--- src/design/dram_ref_pkg.sv ---
// constants shared by the dram refresh device model and its controller
// assumes a single 20 MHz ref_clk for both ends
package dram_ref_pkg;
  localparam int CLK_NS = 50;
  // command encodings {cs_n, ras_n, cas_n, we_n}
  localparam logic [3:0] CMD_NOP = 4'h7;
  localparam logic [3:0] CMD_DES = 4'h8;
  localparam logic [3:0] CMD_REF = 4'h1;
  localparam logic [3:0] CMD_ACT = 4'h3;
  localparam logic [3:0] CMD_RD = 4'h5;
  localparam logic [3:0] CMD_WR = 4'h4;
  localparam logic [3:0] CMD_PRE = 4'h2;
  localparam logic [3:0] CMD_ZQ = 4'h6;
  // field positions
  localparam int ADDR_W = 16;
  localparam int COL_W = 10;
  localparam int BL_BIT = 12;
  localparam int BANKS = 8;
  // timings in ns and derived cycles
  localparam int T_RP_NS = 14;
  localparam int T_RFC_NS = 350;
  localparam int T_REFI_NS = 7800;
  localparam int T_CKE_NS = 5000;
  localparam int T_CKSRE_NS = 10;
  localparam int T_CKSRX_NS = 10;
  localparam int T_XS_NS = 360;
  localparam int T_XSDLL_NS = 25600;
  localparam int ODT_OFF_NS = 100;
  localparam int T_RP_CYC = (T_RP_NS + CLK_NS - 1) / CLK_NS;
  localparam int T_RFC_CYC = (T_RFC_NS + CLK_NS - 1) / CLK_NS;
  localparam int T_REFI_CYC = T_REFI_NS / CLK_NS;
  localparam int T_CKE_CYC = (T_CKE_NS + CLK_NS - 1) / CLK_NS;
  localparam int T_CKSRE_CYC = (T_CKSRE_NS + CLK_NS - 1) / CLK_NS;
  localparam int T_CKSRX_CYC = (T_CKSRX_NS + CLK_NS - 1) / CLK_NS;
  localparam int T_XS_CYC = (T_XS_NS + CLK_NS - 1) / CLK_NS;
  localparam int T_XSDLL_CYC = (T_XSDLL_NS + CLK_NS - 1) / CLK_NS;
  localparam int ODT_OFF_CYC = (ODT_OFF_NS + CLK_NS - 1) / CLK_NS;
  localparam int TCCD_BC4 = 4;
  localparam int TCCD_BL8 = 4;
  localparam int POSTPONE_MAX = 8;
  localparam int PULLIN_MAX = 8;
  localparam int CNT_W = 12;
  localparam int DEBT_W = 5;
  localparam int ROW_W = 16;
endpackage : dram_ref_pkg

--- src/design/dram_cmd_if.sv ---
// command bus between the memory controller and the dram device
// both ends run on the same ref_clk
`timescale 1ns/1ns
interface dram_cmd_if;
  logic cs_n;
  logic ras_n;
  logic cas_n;
  logic we_n;
  logic cke;
  logic odt;
  logic rst_n;
  logic [15:0] addr;
  logic [2:0] ba;
  logic clk_run;
  logic [7:0] wdata;
  logic wdata_ok;
  logic [7:0] rdata;
  logic rvalid;
  modport ctrl (
    output cs_n, ras_n, cas_n, we_n, cke, odt, rst_n, addr, ba, clk_run, wdata, wdata_ok,
    input rdata, rvalid
  );
  modport dev (
    input cs_n, ras_n, cas_n, we_n, cke, odt, rst_n, addr, ba, clk_run, wdata, wdata_ok,
    output rdata, rvalid
  );
endinterface : dram_cmd_if

--- src/design/dram_ctrl.sv ---
// controller end: refresh scheduling with debt counter and self-refresh sequencing
// assumes the device answers per the shared command encodings
`timescale 1ns/1ns
module dram_ctrl
  import dram_ref_pkg::*;
(
  // clock and reset
  input wire logic ref_clk,
  input wire logic sys_rst,
  // command bus
  dram_cmd_if.ctrl bus,
  // user side
  input wire logic sr_req,
  input wire logic sr_exit,
  input wire logic pull_in,
  output logic in_self_ref,
  output logic busy,
  output logic signed [DEBT_W-1:0] debt
);
  typedef enum logic [2:0] {
    C_IDLE = 3'b000,
    C_PRE = 3'b001,
    C_REF = 3'b010,
    C_ODT = 3'b011,
    C_SREF = 3'b100,
    C_XS = 3'b101,
    C_XDLL = 3'b110,
    C_ZQ = 3'b111
  } cstate_t;
  typedef struct packed {
    cstate_t st;
    logic [CNT_W-1:0] wait_c;
    logic [CNT_W-1:0] refi_c;
    logic signed [DEBT_W-1:0] debt;
    logic need_extra;
    logic [3:0] gap_n;
    logic sr_pend;
    logic [3:0] cmd;
    logic cke;
    logic odt;
    logic [15:0] addr;
    logic clk_run;
  } ctl_t;
  ctl_t s_r, s_nxt;
  always_comb begin
    s_nxt = s_r;
    s_nxt.cmd = CMD_NOP;
    s_nxt.addr = '0;
    if (s_r.wait_c != '0) begin
      s_nxt.wait_c = s_r.wait_c - 1'b1;
    end
    if (sr_req) begin
      s_nxt.sr_pend = 1'b1;
    end
    // debt rises each interval outside self refresh, bounded at the top
    if (s_r.st != C_SREF) begin
      if (s_r.refi_c == '0) begin
        s_nxt.refi_c = CNT_W'(T_REFI_CYC - 1);
        if (s_r.debt < DEBT_W'(POSTPONE_MAX)) begin
          s_nxt.debt = s_r.debt + 1'b1;
        end
        // intervals since the last refresh, so pulled-in credit never stretches the gap
        if (s_r.gap_n != 4'hf) begin
          s_nxt.gap_n = s_r.gap_n + 1'b1;
        end
      end else begin
        s_nxt.refi_c = s_r.refi_c - 1'b1;
      end
    end
    unique case (s_r.st)
      C_IDLE: begin
        if (s_r.wait_c == '0) begin
          if (s_r.gap_n >= 4'(POSTPONE_MAX) ||
              s_r.debt >= DEBT_W'(POSTPONE_MAX) || (s_r.sr_pend && s_r.debt > 0) ||
              (s_r.sr_pend && s_r.need_extra) ||
              (pull_in && s_r.debt > -DEBT_W'(PULLIN_MAX))) begin
            s_nxt.st = C_PRE;
            s_nxt.cmd = CMD_PRE;
            s_nxt.addr[10] = 1'b1;
            s_nxt.wait_c = CNT_W'(T_RP_CYC);
          end else if (s_r.sr_pend) begin
            s_nxt.st = C_ODT;
            s_nxt.odt = 1'b0;
            s_nxt.cmd = CMD_PRE;
            s_nxt.addr[10] = 1'b1;
            s_nxt.wait_c = CNT_W'(ODT_OFF_CYC > T_RP_CYC ? ODT_OFF_CYC : T_RP_CYC);
          end
        end
      end
      C_PRE: begin
        if (s_r.wait_c == '0) begin
          s_nxt.st = C_REF;
          s_nxt.cmd = CMD_REF;
          s_nxt.gap_n = '0;
          s_nxt.wait_c = CNT_W'(T_RFC_CYC);
          s_nxt.need_extra = 1'b0;
          if (s_r.debt > -DEBT_W'(PULLIN_MAX)) begin
            s_nxt.debt = s_nxt.debt - 1'b1;
          end
        end
      end
      C_REF: begin
        if (s_r.wait_c == '0) begin
          s_nxt.st = C_IDLE;
        end
      end
      C_ODT: begin
        if (s_r.wait_c == '0) begin
          s_nxt.st = C_SREF;
          s_nxt.cmd = CMD_REF;
          s_nxt.gap_n = '0;
          s_nxt.cke = 1'b0;
          s_nxt.sr_pend = 1'b0;
          s_nxt.wait_c = CNT_W'(T_CKE_CYC > T_CKSRE_CYC ? T_CKE_CYC : T_CKSRE_CYC);
        end
      end
      C_SREF: begin
        s_nxt.cke = 1'b0;
        if (s_r.wait_c == '0) begin
          s_nxt.clk_run = 1'b0;
          if (sr_exit) begin
            s_nxt.clk_run = 1'b1;
            s_nxt.st = C_XS;
            s_nxt.wait_c = CNT_W'(T_CKSRX_CYC);
          end
        end
      end
      C_XS: begin
        if (s_r.wait_c == '0 && !s_r.cke) begin
          s_nxt.cke = 1'b1;
          s_nxt.wait_c = CNT_W'(T_XS_CYC);
          s_nxt.need_extra = 1'b1;
        end else if (s_r.wait_c == '0) begin
          s_nxt.st = C_XDLL;
          s_nxt.wait_c = CNT_W'(T_XSDLL_CYC - T_XS_CYC);
        end
      end
      C_XDLL: begin
        s_nxt.odt = 1'b0;
        if (s_r.wait_c == '0) begin
          s_nxt.st = C_ZQ;
          s_nxt.cmd = CMD_ZQ;
          s_nxt.wait_c = CNT_W'(T_XS_CYC);
        end
      end
      C_ZQ: begin
        if (s_r.wait_c == '0) begin
          s_nxt.st = C_IDLE;
        end
      end
      default: s_nxt.st = C_IDLE;
    endcase
  end
  always_ff @(posedge ref_clk) begin
    if (sys_rst) begin
      s_r <= '0;
      s_r.cmd <= CMD_NOP;
      s_r.cke <= 1'b1;
      s_r.clk_run <= 1'b1;
      s_r.refi_c <= CNT_W'(T_REFI_CYC - 1);
    end else begin
      s_r <= s_nxt;
    end
  end
  assign bus.cs_n = s_r.cmd[3];
  assign bus.ras_n = s_r.cmd[2];
  assign bus.cas_n = s_r.cmd[1];
  assign bus.we_n = s_r.cmd[0];
  assign bus.cke = s_r.cke;
  assign bus.odt = s_r.odt;
  assign bus.rst_n = !sys_rst;
  assign bus.addr = s_r.addr;
  assign bus.ba = '0;
  assign bus.clk_run = s_r.clk_run;
  assign bus.wdata = '0;
  assign bus.wdata_ok = 1'b1;
  assign in_self_ref = (s_r.st == C_SREF);
  assign busy = (s_r.st != C_IDLE);
  assign debt = s_r.debt;
endmodule : dram_ctrl

--- src/flat_wrapper.sv ---
// flat-port wrapper written by rule: the top's interface ports become plain ports
module dram_ctrl_flat import dram_ref_pkg::*;
  (ref_clk, sys_rst, sr_req, sr_exit, pull_in, in_self_ref, busy, debt, bus_cs_n, bus_ras_n, bus_cas_n, bus_we_n, bus_cke, bus_odt, bus_rst_n, bus_addr, bus_ba, bus_clk_run, bus_wdata, bus_wdata_ok, bus_rdata, bus_rvalid);
  dram_cmd_if bus_i ();
  input wire logic ref_clk;
  input wire logic sys_rst;
  input wire logic sr_req;
  input wire logic sr_exit;
  input wire logic pull_in;
  output logic in_self_ref;
  output logic busy;
  output logic signed [DEBT_W-1:0] debt;
  output wire logic [$bits(bus_i.cs_n)-1:0] bus_cs_n;
  output wire logic [$bits(bus_i.ras_n)-1:0] bus_ras_n;
  output wire logic [$bits(bus_i.cas_n)-1:0] bus_cas_n;
  output wire logic [$bits(bus_i.we_n)-1:0] bus_we_n;
  output wire logic [$bits(bus_i.cke)-1:0] bus_cke;
  output wire logic [$bits(bus_i.odt)-1:0] bus_odt;
  output wire logic [$bits(bus_i.rst_n)-1:0] bus_rst_n;
  output wire logic [$bits(bus_i.addr)-1:0] bus_addr;
  output wire logic [$bits(bus_i.ba)-1:0] bus_ba;
  output wire logic [$bits(bus_i.clk_run)-1:0] bus_clk_run;
  output wire logic [$bits(bus_i.wdata)-1:0] bus_wdata;
  output wire logic [$bits(bus_i.wdata_ok)-1:0] bus_wdata_ok;
  input wire logic [$bits(bus_i.rdata)-1:0] bus_rdata;
  input wire logic [$bits(bus_i.rvalid)-1:0] bus_rvalid;
  assign bus_cs_n = bus_i.cs_n;
  assign bus_ras_n = bus_i.ras_n;
  assign bus_cas_n = bus_i.cas_n;
  assign bus_we_n = bus_i.we_n;
  assign bus_cke = bus_i.cke;
  assign bus_odt = bus_i.odt;
  assign bus_rst_n = bus_i.rst_n;
  assign bus_addr = bus_i.addr;
  assign bus_ba = bus_i.ba;
  assign bus_clk_run = bus_i.clk_run;
  assign bus_wdata = bus_i.wdata;
  assign bus_wdata_ok = bus_i.wdata_ok;
  assign bus_i.rdata = bus_rdata;
  assign bus_i.rvalid = bus_rvalid;
  dram_ctrl u_core (.ref_clk(ref_clk), .sys_rst(sys_rst), .bus(bus_i), .sr_req(sr_req), .sr_exit(sr_exit), .pull_in(pull_in), .in_self_ref(in_self_ref), .busy(busy), .debt(debt));
endmodule
--- config.mk ---
export PLATFORM = sky130hd
export DESIGN_NAME = dram_ctrl_flat
export DESIGN_NICKNAME = d
export VERILOG_FILES = /design/src/design/dram_ref_pkg.sv /design/src/design/dram_cmd_if.sv /design/src/design/dram_ctrl.sv /design/src/flat_wrapper.sv
export SDC_FILE = /design/constraint.sdc
export NUM_CORES = 1
export LEC_CHECK = 0
export BUFFER_PORTS_ARGS = -buffer_cell sky130_fd_sc_hd__buf_2
export CAP_MARGIN = 20
export CELL_PAD_IN_SITES_DETAIL_PLACEMENT = 1
export CELL_PAD_IN_SITES_GLOBAL_PLACEMENT = 1
export CORE_ASPECT_RATIO = 1.4
export CORE_MARGIN = 2
export CORE_UTILIZATION = 33
export DETAILED_ROUTE_END_ITERATION = 8
export GPL_TIMING_DRIVEN = 0
export PLACE_DENSITY = 0.73
export SYNTH_ARGS = -nofsm -noshare
export SYNTH_HDL_FRONTEND = slang
export SYNTH_SLANG_ARGS = --single-unit
--- constraint.sdc ---
create_clock -name ref_clk -period 3.1 [get_ports ref_clk]
set_clock_uncertainty 0.15 [all_clocks]
set_input_delay 0.155 -clock ref_clk [delete_from_list [all_inputs] [get_ports ref_clk]]
set_output_delay 0.155 -clock ref_clk [all_outputs]
set_load 0.02 [all_outputs]
# After elaboration in Yosys (flattened, before gate mapping)
# Cells that the tools add are included.
[totals]
ff_bits = 61
wordCells = 117
[classes]
n_addsub = 5
magnitude_cmp = 5
eq_ne = 22
muxes = 45
bitwise_logic = 2
reduce_logical = 25
[op_table]
columns = ["operator", "count"]
rows = [
  ["$mux W15", 9],
  ["$pmux W12 S6", 1],
  ["$mux W12", 3],
  ["$mux W5", 5],
  ["$logic_not A12 Y1", 2],
  ["$sub A12 B1 Y12 const B", 2],
  ["$pmux W3 S7", 1],
  ["$mux W10", 2],
  ["$mux W4", 5],
  ["$ne A2 B1 Y1 const B", 9],
  ["$pmux W4 S4", 1],
  ["$eq A3 B3 Y1 const B", 4],
  ["$mux W3", 4],
  ["$reduce_bool A12 Y1", 1],
  ["$mux W1", 10],
  ["$reduce_and A10 Y1", 1],
  ["$pmux W4 S2", 1],
  ["$eq A3 B2 Y1 const B", 2],
  ["$ne A2 B2 Y1 const B", 3],
  ["$reduce_and A3 Y1", 2],
  ["$reduce_bool A3 Y1", 2],
  ["$add A5 B1 Y5 const B", 1],
  ["$ge A5 B5 Y1 const B", 1],
  ["$gt A5 B1 Y1 const B", 1],
  ["21 further kinds", 31],
]

# Depth between registers and ports, before layout
[logic_depth]
word_depth = 8
ltp_mapped = 12

# Least setup slack after synthesis
# No wires, ideal clock.
[synth_path]
path_type = "register -> register"
start = "register u_core.s_r[46] in the netlist's numbering"
end = "register u_core.s_r[46] in the netlist's numbering"
arrival_time_ns = 2.450
slack_ns = 0.442
stages_incl_launch_ff = 13
path_buffers = 2
period_less_slack_ns = 2.658
path_cell_list = "dfxtp_1 > inv_1 > ha_1 > nor4b_2 > and3_1 > buf_6 > inv_2 > buf_1 > ha_1 > or2_2 > a31oi_1 > a2bb2oi_1 > o21a_1"
[synth_via]
elab_chain_cells = 6
[synth_rtl]
columns = ["element", "line_no", "rtl"]
rows = [
  ["from (decl)", "dram_ctrl.sv:44", "ctl_t s_r, s_nxt;"],
  ["from (signal assigned)", "dram_ctrl.sv:162", "s_r <= s_nxt;"],
  ["$sub A12 B1 Y12 or $reduce_bool A12 Y1 (tied branches)", "dram_ctrl.sv:50, dram_ctrl.sv:49", ""],
  ["$mux W12", "dram_ctrl.sv:49", "if (s_r.wait_c != '0) begin"],
  ["$mux W15", "dram_ctrl.sv:81", "end else if (s_r.sr_pend) begin"],
  ["$mux W15", "dram_ctrl.sv:73", "if (s_r.gap_n >= 4'(POSTPONE_MAX) ||"],
  ["$mux W15", "dram_ctrl.sv:72", "if (s_r.wait_c == '0) begin"],
  ["$pmux W12 S6 (*)", "dram_ctrl.sv:70", "unique case (s_r.st)"],
]
# Every way passes the cells marked *; elsewhere a longest branch is shown, timed or not. The select of a mux whose other input is x is not followed.
# A chain may end at the register's enable or synchronous reset.

# Worst setup path in the final report
# Same ends and word-level chain as after synthesis.

==> impl_metrics.csv <==
group,metric,value,unit
outcome,status,"completed",
clock_tree,cts_resized,0,
logic_synthesis,yosysWarnings,0,
global_routing,grt_start_max_net_pins,18,
worst_setup_path,critPathArrivalTime,2.91,ns
logic_synthesis,yosys_register_bits,44,
timing,post-route-period-util,91.1,%
timing,worstMarginPinSlew,0.613,ns
clock_tree,clock_path_buffers,2,
hold_path,min_to,"u_core.s_r[38]",
global_routing,grt_overflow,0,
logic_synthesis,synth_most_common_cell,"dfxtp_1",
hold_path,hold_class,"input port to flop",
timing,finalHoldViolCount,0,
placement,io_buffers,18,
logic_synthesis,netlist.area_leader.share,31.5,%
clock_tree,post_cts_buffers,0,
routing,finalWirelength,7.21,mm
die,dieArea,9230,µm²
clock_tree,root_buffer,"clkbuf_16",
routing,drt_first_pass_iters,4,
logic_synthesis,async_flop_share,0,%
worst_setup_path,crit_fanout,17,
cells_and_area,drive_above_1_share,22.5,%
clock_tree,cts_tree,"done",
worst_setup_path,end_kind,"flop",
die,ioPinCount,57,
hold_path,min_from,"sys_rst",
logic_synthesis,synth_edf_count,0,
timing,setup_violations,0,
job,cap_violations,0,
placement,dp_hpwl,5.47,mm
worst_setup_path,critPathKind,"flop to flop",
cells_and_area,fin_util,40.2,%
routing,vias,2450,
global_routing,antenna_found_initial,0,
global_routing,grt_first_pass_wirelength,11.9,mm
clock_tree,clock-sinks,44,
timing,period_minus_slack,2.82,ns
worst_setup_path,worstReg2RegEnd,"u_core.s_r[46]",
routing,wl_per_cell,14.8,µm
routing,drt_iter0_markers,166,
routing,m1WireLength,2.87,mm
logic_synthesis,syn-cell-area,2790,µm²
logic_synthesis,syn_avg_cell_area,8.39,µm²
worst_setup_path,reg2reg_depth,11,
hold_path,holdPathStages,3,
cells_and_area,insertedDiodeCount,0,
power_and_ir_drop,p_leak,1.37,nW
routing,drcViolationCount,0,
placement,place.gp.congestion,0.864,
worst_setup_path,crit_path_start,"u_core.s_r[46]",
cells_and_area,syn2layout_area_growth,18.0,%
logic_synthesis,yosys.area.top_type,"dfxtp_1",
worst_setup_path,r2r_start,"u_core.s_r[46]",
timing,report.final.slew_viol_count,0,
clock_tree,cts-buffers-inserted,5,
routing,routed.top_layer,"met4",
die,chipHeight,113,µm
clock_tree,cts_max_level,2,
logic_synthesis,synth_cells,333,
timing,max_freq,0.354,GHz
die,chipWidth,81.8,µm
die,core_region_area,8200,µm²
global_routing,grt_pass1_vias,2517,
routing,drt-vias-per-instance,5.02,
power_and_ir_drop,irDropWorstVdd,0.000334,V
global_routing,grt_usage,16.5,%
clock_tree,cts.clk_slew.worst_paths,0.06,ns
logic_synthesis,yosysUniqueCellTypes,59,
routing,ant_nets,0,
timing,slew_headroom,59.1,%
logic_synthesis,synthTopCellsByCount,"dfxtp_1, buf_4, nand2_1, nor2_1, inv_1",
worst_setup_path,worstSetupStartpointType,"flop",
timing,rsz0062_at_grt,"false",
cells_and_area,fin_nets,410,
worst_setup_path,required,3.18,ns
die,initial_core_util,34.1,%
routing,met2_length,3.91,mm
logic_synthesis,seq_area_frac_synth,31.5,%
logic_synthesis,synth-main-ff-cell,"dfxtp_1",
die,fp-row-count,39,
logic_synthesis,synth_area_leaders,"dfxtp_1, buf_4, ha_1",
power_and_ir_drop,report.power.total,2.56,mW
worst_setup_path,rrSetupSlack,0.28,ns
power_and_ir_drop,p_per_area,777,nW/µm²
routing,dr_wl_met3,246,µm
clock_tree,clk-insertion-delay-late,0.29,ns
metal layers:
layer  up-vias  GRT usage, %
li1       1218             -
met1      1174          18.4
met2        46          30.0
met3        12          2.23
met4         0          7.33
met5         -             0
placed cells by master, fill, tap and decap left out, types with 3 or more instances in the layout:
cell       netlist  routed
a211oi_1         9       9
a21oi_1         13      13
a31oi_1          8       8
buf_2            3      21
buf_4           35      35
clkbuf_1         6       6
clkbuf_16        0       5
conb_1           2      29
dfxtp_1         44      44
ha_1            11      11
inv_1           16      16
mux2i_1          3       3
nand2_1         27      27
nand2b_1         3       3
nand3_1         11      11
nand3_2          3       3
nand4_1          4       4
nor2_1          26      26
nor2b_1          5       5
nor3_1          14      14
nor4_1           4       4
nor4_4           4       4
o21ai_0         13      13
or3_1            4       4
xnor2_1         12      12
xor2_1           9       9
through the flow:
stage                     setup TNS (ns)  worst slack (ns)  hold WS, ns  instance area [µm²]  cells
after floorplan                        0             0.442        0.143                 2900    360
after global placement                 0            0.0179        0.280                 3110    480
after detailed placement         -0.0222           -0.0222        0.290                 3110    480
after CTS                              0             0.298       0.0852                 3300    488
after global routing                   0            0.0740        0.104                 3300    488
final                                  0             0.277       0.0838                 3300    488
report_power, final:
| part | internal [mW] | switching [mW] |
|---|---|---|
| Combinational | 0.456 | 0.695 |
| Sequential | 0.673 | 0.112 |
| Clock | 0.404 | 0.224 |
worst max-delay path: stages (launching register included):
cell and delay [ns]:
dfxtp_1 0.34, inv_1 0.11, ha_1 0.16, nor4b_2 0.36, and3_1 0.24, buf_6 0.13, inv_2 0.15, ha_1 0.35
or2_2 0.28, a31oi_1 0.19, a2bb2oi_1 0.18, o21a_1 0.13
worst max-delay path by stage:
stage / to / depth (start not counted) / slack [ns]
floorplan: u_core.s_r[46] / 12 / 0.44
global placement: u_core.s_r[46] / 12 / 0.02
detailed placement: u_core.s_r[46] / 12 / -0.02
CTS: u_core.s_r[46] / 11 / 0.30
global route: u_core.s_r[46] / 11 / 0.07
finish: u_core.s_r[46] / 11 / 0.28
final cells by class:
class | count | area [µm²]
Multi-Input combinational cell | 250 | 1620
Timing Repair Buffer | 19 | 100
Clock buffer | 6 | 139
Fill cell | 999 | 4900
Sequential cell | 44 | 881
Tap cell | 102 | 128
Clock inverter | 2 | 38.8
Inverter | 19 | 71.3
Buffer | 46 | 315
repair_timing:
| item | in CTS | in global routing |
|---|---|---|
| setup endpoints to repair | 1 | 0 |
| hold buffers | 1 | 0 |
| hold endpoints to repair | 1 | 0 |
flip-flops by register name, summed over array words and instances, names as in the netlist:
signal	count
u_core.bus.clk_run	1
u_core.debt	5
u_core.bus.ras_n	1
u_core.bus.we_n	1
u_core.bus.addr	1
u_core.bus.cas_n	1
u_core.s_r	33
u_core.bus.cke	1
logic make-up (layout without fill, tap and decap cells):
group,after synthesis,in the layout,share of synthesized area [%]
XOR/XNOR,22,22,7.17
adder cells (fa/ha/maj),11,11,4.93
AO/OA/AOI/OAI,65,65,16.1
AND/OR/NAND/NOR,119,119,24.5
flip-flops,44,44,31.5
multiplexers,4,4,1.48
other,2,29,0.269
buffers and inverters,66,92,14.0
(Power assumes the default switching activity.)
